### src/inc/slsl_defs.vh
// constants for the serdes link sync and lock block
`ifndef SLSL_DEFS_VH
`define SLSL_DEFS_VH
`define SLSL_WORD_BITS     10
`define SLSL_FRAME_BITS    12
`define SLSL_REQ_MIN       6
`define SLSL_PAT_WORDS     1026
`define SLSL_PAT_WORD      12'hFC0
`define SLSL_LOCK_HITS     4
`define SLSL_LOSS_MISSES   4
`define SLSL_RMT_WORDS     4
`define SLSL_CLK_LOOP_CYC  16
`define SLSL_FIFO_DEPTH    8
`endif

### src/design/slsl_top.v
// serializer sync pattern and deserializer lock tracking
`timescale 1ns/1ps
`include "slsl_defs.vh"
// Operation
// - request over six cycles sends 1026 patterns
// - pattern word is six ones, six zeros
// - serial output off until clock loop locks
// - clock loops initialized before any transfer
// - hunting starts only after input transitions
// - acquired indicator high until locked
// - locked outputs carry recovered words
// - lock achievable on data without repetitive multi-transition words
// - repetitive multi-transition data blocks lock
// - lock after four same-position boundaries
// - locked ignores repetitive data with boundary
// - four missing boundaries drop lock, rehunt
// - unlocked: indicator high, outputs released
// - word is ten data bits plus framing
// - start bit one, stop bit zero
module slsl_top #(
  parameter WORD_BITS   = `SLSL_WORD_BITS,
  parameter FIFO_DEPTH  = `SLSL_FIFO_DEPTH,
  parameter PAT_WORDS   = `SLSL_PAT_WORDS,
  parameter LOOP_CYCLES = `SLSL_CLK_LOOP_CYC
) (
  // clock and reset
  input  wire                 clk,
  input  wire                 sys_rst,
  // serializer side
  input  wire                 transmit_word_clock,
  input  wire                 pattern_request_a,
  input  wire                 pattern_request_b,
  input  wire [WORD_BITS-1:0] tx_word,
  input  wire                 tx_word_valid,
  output wire                 tx_word_ready,
  output reg                  ser_out,
  output reg                  ser_out_oe,
  output reg                  pattern_active,
  // deserializer side
  input  wire                 local_reference_clock,
  input  wire                 ser_in,
  output reg                  acquired_n,
  output reg  [WORD_BITS-1:0] parallel_word_out,
  output reg                  parallel_word_out_oe,
  output reg                  recovered_clk,
  output reg                  recovered_clk_oe,
  output reg                  false_lock_seen
);
  localparam FB = WORD_BITS + 2;

  // synchronisers for outside inputs
  reg [1:0] tck_s_q, rqa_s_q, rqb_s_q, ref_s_q, sin_s_q;
  reg       tck_d_q, ref_d_q;
  always @(posedge clk) begin
    if (sys_rst) begin
      tck_s_q <= 2'h0;
      rqa_s_q <= 2'h0;
      rqb_s_q <= 2'h0;
      ref_s_q <= 2'h0;
      sin_s_q <= 2'h0;
      tck_d_q <= 1'b0;
      ref_d_q <= 1'b0;
    end else begin
      tck_s_q <= {tck_s_q[0], transmit_word_clock};
      rqa_s_q <= {rqa_s_q[0], pattern_request_a};
      rqb_s_q <= {rqb_s_q[0], pattern_request_b};
      ref_s_q <= {ref_s_q[0], local_reference_clock};
      sin_s_q <= {sin_s_q[0], ser_in};
      tck_d_q <= tck_s_q[1];
      ref_d_q <= ref_s_q[1];
    end
  end
  wire tck_rise = tck_s_q[1] && !tck_d_q;
  wire ref_rise = ref_s_q[1] && !ref_d_q;
  wire req_any  = rqa_s_q[1] || rqb_s_q[1];

  // serializer: clock loop, request counter, framing shifter
  reg [7:0]  tloop_q;
  reg [2:0]  req_cnt_q;
  reg [10:0] pat_cnt_q;
  reg [FB-1:0] sh_q;
  reg [3:0]  bit_q;
  wire tlocked = (tloop_q == LOOP_CYCLES[7:0]);
  wire [WORD_BITS-1:0] f_data;
  wire       f_valid;
  wire       load = tck_rise && tlocked;
  wire       f_pop = load && !pattern_active && f_valid;

  slsl_fifo #(.WIDTH(WORD_BITS), .DEPTH(FIFO_DEPTH), .AW(3)) u_fifo (
    .clk       (clk),
    .sys_rst   (sys_rst),
    .in_valid  (tx_word_valid),
    .in_ready  (tx_word_ready),
    .in_data   (tx_word),
    .out_valid (f_valid),
    .out_ready (f_pop),
    .out_data  (f_data)
  );

  always @(posedge clk) begin
    if (sys_rst) begin
      tloop_q        <= 8'h00;
      req_cnt_q      <= 3'h0;
      pat_cnt_q      <= 11'h000;
      pattern_active <= 1'b0;
      sh_q           <= {FB{1'b0}};
      bit_q          <= 4'h0;
      ser_out        <= 1'b0;
      ser_out_oe     <= 1'b0;
    end else begin
      if (tck_rise && !tlocked) begin
        tloop_q <= tloop_q + 8'h01;
      end
      ser_out_oe <= tlocked;
      if (tck_rise) begin
        if (!req_any) begin
          req_cnt_q <= 3'h0;
        end else if (req_cnt_q != 3'h7) begin
          req_cnt_q <= req_cnt_q + 3'h1;
        end
      end
      if (load) begin
        if (req_cnt_q > `SLSL_REQ_MIN && !pattern_active) begin
          pattern_active <= 1'b1;
          pat_cnt_q      <= PAT_WORDS[10:0] - 11'h001;
          sh_q           <= `SLSL_PAT_WORD;
        end else if (pattern_active) begin
          sh_q <= `SLSL_PAT_WORD;
          if (pat_cnt_q == 11'h000) begin
            pattern_active <= 1'b0;
            sh_q           <= {1'b1, f_data, 1'b0};
          end else begin
            pat_cnt_q <= pat_cnt_q - 11'h001;
          end
        end else begin
          sh_q <= {1'b1, (f_valid ? f_data : {WORD_BITS{1'b0}}), 1'b0};
        end
        bit_q <= 4'h0;
      end else if (bit_q != FB[3:0] - 4'h1) begin
        sh_q  <= {sh_q[FB-2:0], 1'b0};
        bit_q <= bit_q + 4'h1;
      end
      ser_out <= sh_q[FB-1];
    end
  end

  // deserializer: reference loop, bit window, boundary search
  reg [7:0]    rloop_q;
  reg          active_q;
  reg [FB-1:0] win_q;
  reg [3:0]    rpos_q, lpos_q;
  reg [2:0]    hit_q, miss_q, rmt_q;
  reg          bit_tick;
  wire rlocked = (rloop_q == LOOP_CYCLES[7:0]);
  wire sin_bit = sin_s_q[1];
  // stop bit then start bit at window edge; other window bits not checked
  wire         boundary = !win_q[FB-1] && win_q[FB-2];
  reg [3:0]    rises;
  integer      i;
  always @* begin
    rises = 4'h0;
    for (i = 0; i < FB - 1; i = i + 1) begin
      if (!win_q[i+1] && win_q[i]) begin
        rises = rises + 4'h1;
      end
    end
  end
  wire rmt_word = (rises > 4'h1);

  always @(posedge clk) begin
    if (sys_rst) begin
      rloop_q              <= 8'h00;
      active_q             <= 1'b0;
      win_q                <= {FB{1'b0}};
      rpos_q               <= 4'h0;
      lpos_q               <= 4'h0;
      hit_q                <= 3'h0;
      miss_q               <= 3'h0;
      rmt_q                <= 3'h0;
      bit_tick             <= 1'b0;
      acquired_n           <= 1'b1;
      parallel_word_out    <= {WORD_BITS{1'b0}};
      parallel_word_out_oe <= 1'b0;
      recovered_clk        <= 1'b0;
      recovered_clk_oe     <= 1'b0;
      false_lock_seen      <= 1'b0;
    end else begin
      if (ref_rise && !rlocked) begin
        rloop_q <= rloop_q + 8'h01;
      end
      bit_tick <= ref_rise;
      if (rlocked && sin_bit != win_q[0]) begin
        active_q <= 1'b1;
      end
      if (rlocked && bit_tick) begin
        win_q  <= {win_q[FB-2:0], sin_bit};
        rpos_q <= (rpos_q == FB[3:0] - 4'h1) ? 4'h0 : rpos_q + 4'h1;
        recovered_clk <= (rpos_q < FB[3:0] / 2) && !acquired_n;
        if (active_q && rpos_q == lpos_q) begin
          rmt_q <= rmt_word ? ((rmt_q == 3'h7) ? rmt_q : rmt_q + 3'h1) : 3'h0;
          false_lock_seen <= rmt_word && rmt_q >= `SLSL_RMT_WORDS - 1;
          if (acquired_n) begin
            if (boundary && !(rmt_word && rmt_q >= `SLSL_RMT_WORDS - 1)) begin
              hit_q <= hit_q + 3'h1;
              if (hit_q == `SLSL_LOCK_HITS - 1) begin
                acquired_n <= 1'b0;
                hit_q      <= 3'h0;
              end
            end else begin
              hit_q  <= 3'h0;
              lpos_q <= (lpos_q == FB[3:0] - 4'h1) ? 4'h0 : lpos_q + 4'h1;
            end
          end else begin
            if (boundary) begin
              miss_q            <= 3'h0;
              // start bit sits at window bit FB-2, so the data bits are below it
              parallel_word_out <= win_q[FB-3:0];
            end else begin
              miss_q <= miss_q + 3'h1;
              if (miss_q == `SLSL_LOSS_MISSES - 1) begin
                acquired_n <= 1'b1;
                miss_q     <= 3'h0;
              end
            end
          end
        end
      end
      parallel_word_out_oe <= !acquired_n;
      recovered_clk_oe     <= !acquired_n;
    end
  end
endmodule

### src/design/slsl_fifo.v
// small synchronous fifo with valid and ready on both sides
`timescale 1ns/1ps
module slsl_fifo #(
  parameter WIDTH = 10,
  parameter DEPTH = 8,
  parameter AW    = 3
) (
  // clock and reset
  input  wire             clk,
  input  wire             sys_rst,
  // fill side
  input  wire             in_valid,
  output wire             in_ready,
  input  wire [WIDTH-1:0] in_data,
  // drain side
  output wire             out_valid,
  input  wire             out_ready,
  output wire [WIDTH-1:0] out_data
);
  reg [WIDTH-1:0] mem [0:DEPTH-1];
  reg [AW-1:0]    wr_q;
  reg [AW-1:0]    rd_q;
  reg [AW:0]      cnt_q;
  wire            push;
  wire            pop;

  assign in_ready  = (cnt_q != DEPTH[AW:0]);
  assign out_valid = (cnt_q != {(AW+1){1'b0}});
  assign out_data  = mem[rd_q];
  assign push      = in_valid && in_ready;
  assign pop       = out_valid && out_ready;

  always @(posedge clk) begin
    if (push) begin
      mem[wr_q] <= in_data;
    end
    if (sys_rst) begin
      wr_q  <= {AW{1'b0}};
      rd_q  <= {AW{1'b0}};
      cnt_q <= {(AW+1){1'b0}};
    end else begin
      if (push) begin
        wr_q <= (wr_q == DEPTH[AW-1:0] - 1'b1) ? {AW{1'b0}} : wr_q + 1'b1;
      end
      if (pop) begin
        rd_q <= (rd_q == DEPTH[AW-1:0] - 1'b1) ? {AW{1'b0}} : rd_q + 1'b1;
      end
      if (push && !pop) begin
        cnt_q <= cnt_q + 1'b1;
      end else if (pop && !push) begin
        cnt_q <= cnt_q - 1'b1;
      end
    end
  end
endmodule

### config.mk
export PLATFORM = sky130hd
export DESIGN_NAME = slsl_top
export DESIGN_NICKNAME = d
export VERILOG_FILES = /design/src/design/slsl_top.v /design/src/design/slsl_fifo.v
export VERILOG_INCLUDE_DIRS = /design/src /design/src/inc
export SDC_FILE = /design/constraint.sdc
export NUM_CORES = 1
export LEC_CHECK = 0
export BUFFER_PORTS_ARGS = -buffer_cell sky130_fd_sc_hd__buf_2
export CAP_MARGIN = 20
export CORE_ASPECT_RATIO = 0.6
export CORE_MARGIN = 4
export CORE_UTILIZATION = 62
export DETAILED_ROUTE_END_ITERATION = 8
export PLACE_DENSITY = 0.8
export SETUP_SLACK_MARGIN = 0.2
export SYNTH_ARGS = -nofsm -noshare
export SYNTH_HDL_FRONTEND = slang
export SYNTH_SLANG_ARGS = --single-unit
### constraint.sdc
create_clock -name clk -period 6.4 [get_ports clk]
set_input_delay 0.32 -clock clk [delete_from_list [all_inputs] [get_ports clk]]
set_output_delay 0.32 -clock clk [all_outputs]
set_load 0.02 [all_outputs]
==> results of run 1 <==
[sequential cells by signal (all words and copies together), names as in the netlist, 3 cells and up, named ones only]
signal and count:
u_fifo.cnt_q 4, lpos_q 4, req_cnt_q 3, rpos_q 4
win_q 12, sh_q 11, u_fifo.wr_q 3, miss_q 3
hit_q 3, tloop_q 8, rloop_q 8, parallel_word_out 10
u_fifo.mem 80, u_fifo.rd_q 3, bit_q 4, rmt_q 3
pat_cnt_q 11
[worst max-delay path: cells and delay by family (launching register included)]
| family | cells | cell delay [ps] |
|---|---|---|
| AO/OA/AOI/OAI | 9 | 1470 |
| adder cells (fa/ha/maj) | 5 | 1260 |
| AND/OR/NAND/NOR | 9 | 1140 |
| buffers and inverters | 1 | 160 |
| flip-flops | 1 | 470 |
| multiplexers | 2 | 510 |
| XOR/XNOR | 5 | 820 |
[path summary, 6_finish.rpt]
check | endpoint | start | cells after the start | slack (ps)
max | lpos_q[1]$_SDFFE_PP0P_ | win_q[0]$_SDFFE_PP0P_ | 31 | 390
min | tck_s_q[0]$_SDFF_PP0_ | transmit_word_clock | 2 | 100
max reg2reg | lpos_q[1]$_SDFFE_PP0P_ | win_q[0]$_SDFFE_PP0P_ | 31 | 390
min reg2reg | tck_s_q[1]$_SDFF_PP0_ | tck_s_q[0]$_SDFF_PP0_ | 1 | 440
[synth_stat cells, types with 3 or more instances]
cell type and instances:
dfxtp_1 118, nand2_1 88, edfxtp_1 80, nor2_1 75
a21oi_1 61, ha_1 35, xnor2_1 28, nor3_1 24
o21ai_0 24, clkbuf_1 23, inv_1 22, nor2b_1 21
mux4_2 20, nand2b_1 16, xor2_1 16, mux2i_1 15
nand3_1 15, and3_1 10, nand4_1 9, nor4_1 9
buf_4 8, or3_1 8, a22oi_1 7, a311oi_1 7
mux2_2 7, and2_1 5, a21o_1 4, a31oi_1 4
buf_6 4, o211a_1 4, a211o_1 3, and3b_1 3
buf_2 3, nand4b_1 3, nor3b_1 3, o21a_1 3
[kinds of logic (layout without fill, tap and decap cells)]
family	count (synthesis)	after routing	share of synthesized area (%)
AOI/OAI and AO/OA	143	143	10.4
adders and majority gates	36	36	4.99
muxes	42	42	7.40
buffers and inverters	63	106	3.27
DFF	198	198	51.9
and+or+nand+nor	306	306	16.7
xor gates and xnor gates	49	49	5.40
[routing by layer]
metal	up-vias	track usage, %
met1	3171	34.7
li1	3077	-
met2	309	38.7
met4	0	5.50
met5	-	0
met3	32	5.48
[through the flow]
step / setup WS, ps / hold WS (ps)
6_report: 394 / 104
4_1_cts: 241 / 87.8
2_1_floorplan: 552 / 414
5_1_grt: 160 / 94.0
3_3_place_gp: 239 / 426
3_5_place_dp: -87.6 / 428
[report_power, final]
part           internal, W  leakage (nW)  switching, W
sequential         0.00135          1.68     0.0000233
combinational    0.0000542          1.81     0.0000844
clock             0.000628         0.303      0.000479
total              0.00203          3.80      0.000586
[timing repair]
item | CTS | global route
gates resized for setup | 9 | 13
pin swaps | 1 | 7
setup endpoints to repair | 12 | 12
setup buffers | 0 | 7
[cell type report]
type | count | share of cell area [%]
flip-flops and latches | 198 | 46.5
well taps | 198 | 2.42
clock inverters | 14 | 1.81
multi-input cells | 576 | 41.3
repair buffers | 51 | 2.95
inverters | 23 | 0.842
clock buffers | 18 | 4.19
==> metrics, run 1 <==
Highest Signal Layer met4; die area 16900 um2; Clock Pin Slew Worst Setup and Hold Paths 70 ps; Yosys warning count 0; Routed WL per cell 18.4 um; final wirelength 19.9 mm; Fillers 973; CP Max Fanout 5; status complete, no violations; crit-path most repeated cell ha_1; number of cells after detailed placement 1036; setup skew after layout 14.6 ps; nets 921; TritonCTS Buffers 17; number of global-route vias before repair 6381; most frequent cells in the layout dfxtp_1 (116), nand2_1 (88), edfxtp_1 (80), nor2_1 (75), a21oi_1 (60); met2 WL 9.35 mm; wire length on met1 8.84 mm; Crit. End Element flip-flop; final setup vio count 0; Synth async-reset ratio 0%; synthesized area 9180 um2; power density over cell area 255 nW/um2; minimum clock period 6010 ps; WP data arrival 6290 ps; EDFF count, synth 80; top cell type's share of synthesized area 26.2%; Fmax 167 MHz; worst setup path category reg -> reg; total power 0.00261 W; die height 102 um; routed wire length on met3 1.43 mm; H-tree levels 4; CTS sink cnt 198; leakage power 3.80 nW; IO Port Bufs 36; pins over their slew limit 0; Syn Area/Cell 11.0 um2; Final Hold Fails 0; Main synth FF type dfxtp_1; DRT iter0 DRCs 675; Seq. cell area 4770 um2; post-synth top area cell edfxtp_1; I/O Pins 37; CP max stage delay 470 ps; largest net degree at the start of global routing 98; post-DP HPWL 13.4 mm; Mapped Cells 837; ratio of final minimum period to clock period 93.8%; Total GRT Usage 24.4%; site row count 34; hold crit path type in -> reg; diode count 0; Clk Latency, worst-skew pair 430 ps; final setup TNS 0 ps; total gr overflow 0; Initial DRT Pass Iterations 5; hold buffers post-CTS 0; max_slew headroom 26.8%; Post-Layout Cell Count 1078; commonest non-fill, non-tap cell in the layout dfxtp_1; startpoint types flip-flop; Slew @ Worst Pin 1090 ps; DIE WIDTH 165 um; deepest clock path buffer count 2; register area share after synthesis 51.9%; final RePlAce weighted congestion 0.829; Final Util 70.7%; area of the multi-input gates 4230 um2; #FFs+latches synth 198; Max Cap Violations 0; Layout area overhead 11.6%; Root Driver clkbuf_16; via count 6589; core area 14500 um2; slowest stage cell, crit path dfxtp_1; DR vias/cell 6.11; Design Area, Final 10200 um2; CP required 6680 ps; Netlist cell types 80; number of remaining DRC errors 0; Starting Density 63.3%; initial antenna violation count 0; post-synthesis net count 891; RSZ-0062 raised after global routing false; Worst VDD drop 197 uV; first-pass GRT wire length 32.1 mm; share of post-route cells with drive strength above 1 17.0%; CTS tree built; Routed Antenna Nets 0; Post-DP Area 9470 um2; top cells by area, synth edfxtp_1 (26%), dfxtp_1 (26%), mux4_2 (4.9%)
Power figures use the tool's default switching activity.
==> run 2, diff against run 1 <==
- PLACE_DENSITY: 0.8 -> default
- PLACE_DENSITY_LB_ADDON: default -> 0.15
==> run 2 against run 1 <==
Via count fell by 1.5%. Cell count grew 0.28%. Critical path type unchanged. Highest routed layer unchanged. Clock power down 4%. Critical endpoint is now lpos_q[0]$_SDFFE_PP0P_. Clock skew fell by 3.1 ps. Worst hold slack gained 1.8 ps. Fmax increased by 0.54%. Count of clock-buffer cells in the layout did not move. Sequential power about the same. First-iteration DRC count fell by 14%.
==> metrics, run 2 (same netlist as run 1, synthesis figures left out) <==
Max Cap Violations 0; largest net degree at the start of global routing 64; max_slew headroom 27.2%; final setup vio count 0; Top reg by flops u_fifo.mem; total power 0.00257 W; ratio of final minimum period to clock period 93.3%; post-DP HPWL 13.0 mm; Post-Layout Cell Count 1081; deepest clock path buffer count 2; leakage power 3.78 nW; minimum clock period 5970 ps; core area 14500 um2; pins over their slew limit 0; initial antenna violation count 0; number of cells after detailed placement 1040; TritonCTS Buffers 17; site row count 34; Root Driver clkbuf_16; CP Max Fanout 5; DR vias/cell 6.01; CP max stage delay 370 ps; via count 6493; Routed Antenna Nets 0; first-pass GRT wire length 31.0 mm; number of global-route vias before repair 6162; I/O Pins 37; die height 102 um; Final Hold Fails 0; worst setup path category reg -> reg; total gr overflow 0; CP required 6680 ps; Initial DRT Pass Iterations 5; DIE WIDTH 165 um; Starting Density 63.3%; final RePlAce weighted congestion 0.803; number of remaining DRC errors 0; nets 924; largest registers u_fifo.mem x80, win_q x12; startpoint types flip-flop; Crit. End Element flip-flop; WP data arrival 6250 ps; Total GRT Usage 23.2%; power density over cell area 250 nW/um2; DRT iter0 DRCs 578; diode count 0; share of post-route cells with drive strength above 1 17.4%; Fin Hold WS 106 ps; die area 16900 um2; Layout area overhead 11.7%; IO Port Bufs 36; Final Util 70.7%; Fillers 1004; hold buffers post-CTS 0; final setup TNS 0 ps; Clock Pin Slew Worst Setup and Hold Paths 70 ps; hold crit path type in -> reg; CTS tree built; final wirelength 18.7 mm; Worst VDD drop 205 uV; slowest stage cell, crit path dfxtp_4; Routed WL per cell 17.3 um; H-tree levels 4; CTS sink cnt 198; max reg flops 80; status complete, no violations; RSZ-0062 raised after global routing false; crit-path most repeated cell ha_1; Fmax 167 MHz; commonest non-fill, non-tap cell in the layout dfxtp_1; Clk Latency, worst-skew pair 420 ps; Slew @ Worst Pin 1090 ps; setup skew after layout 11.4 ps; most frequent cells in the layout dfxtp_1 (116), nand2_1 (88), edfxtp_1 (80), nor2_1 (75), a21oi_1 (60)
-- run 2: changes by cell type in the layout (fill, tap and decap cells not counted), sizes merged --
cell    before  now
buf         51   53
inv         30   28
clkbuf      18   19
clkinv       4    7
bufinv       3    2
-- run 2: where the power goes --
group	internal [W]	switching, W	leakage [nW]
Combinational	0.0000548	0.0000788	1.81
Sequential	0.00135	0.0000205	1.68
Clock	0.000589	0.000477	0.293
-- run 2: timing repair --
| action | in CTS | in global routing |
|---|---|---|
| gates resized for setup | 6 | 18 |
| endpoints found under the setup margin | 12 | 12 |
| pin swaps | 1 | 6 |
| setup buffers | 0 | 7 |
-- run 2: path summary, 6_finish.rpt --
check / start / slack, ps / endpoint / cells past startpoint
setup / recovery: win_q[1]$_SDFFE_PP0P_ / 430 / lpos_q[0]$_SDFFE_PP0P_ / 32
hold / removal: pattern_request_b / 110 / rqb_s_q[0]$_SDFF_PP0_ / 2
setup reg to reg: win_q[1]$_SDFFE_PP0P_ / 430 / lpos_q[0]$_SDFFE_PP0P_ / 32
hold reg to reg: rqb_s_q[0]$_SDFF_PP0_ / 440 / rqb_s_q[1]$_SDFF_PP0_ / 1
-- run 2: critical path: cells and delay by family (launching register included) --
| kind | cells | cell delay [ps] |
|---|---|---|
| flops | 1 | 370 |
| xor+xnor | 5 | 840 |
| simple gates | 9 | 1180 |
| buf+inv | 2 | 240 |
| fa+ha+maj | 5 | 1180 |
| mux | 2 | 510 |
| compound gates | 9 | 1480 |
-- run 2: stage by stage --
| stage | cell area [um2] | setup WS [ps] |
|---|---|---|
| 6_report | 10300 | 427 |
| 2_1_floorplan | 9180 | 552 |
| 4_1_cts | 10100 | 220 |
| 3_3_place_gp | 9480 | 363 |
| 5_1_grt | 10300 | 184 |
| 3_5_place_dp | 9480 | 54.0 |
-- run 2: layout make-up --
class	count	area [um2]	share of cell area, %
sequential	198	4770	46.5
multi-input combinational	576	4230	41.3
tap	198	248	2.42
clock buffer	18	429	4.19
inverter	23	86.3	0.842
clock inverter	14	169	1.65
timing repair buffer	54	318	3.10
-- run 2: layer usage --
metal / up-vias / global-route usage, % / wire (um)
met3: 24 / 4.19 / 883
met2: 195 / 36.8 / 8760
met5: - / 0 / 0
met1: 3195 / 33.8 / 8870
li1: 3079 / - / -
met4: 0 / 5.11 / 183
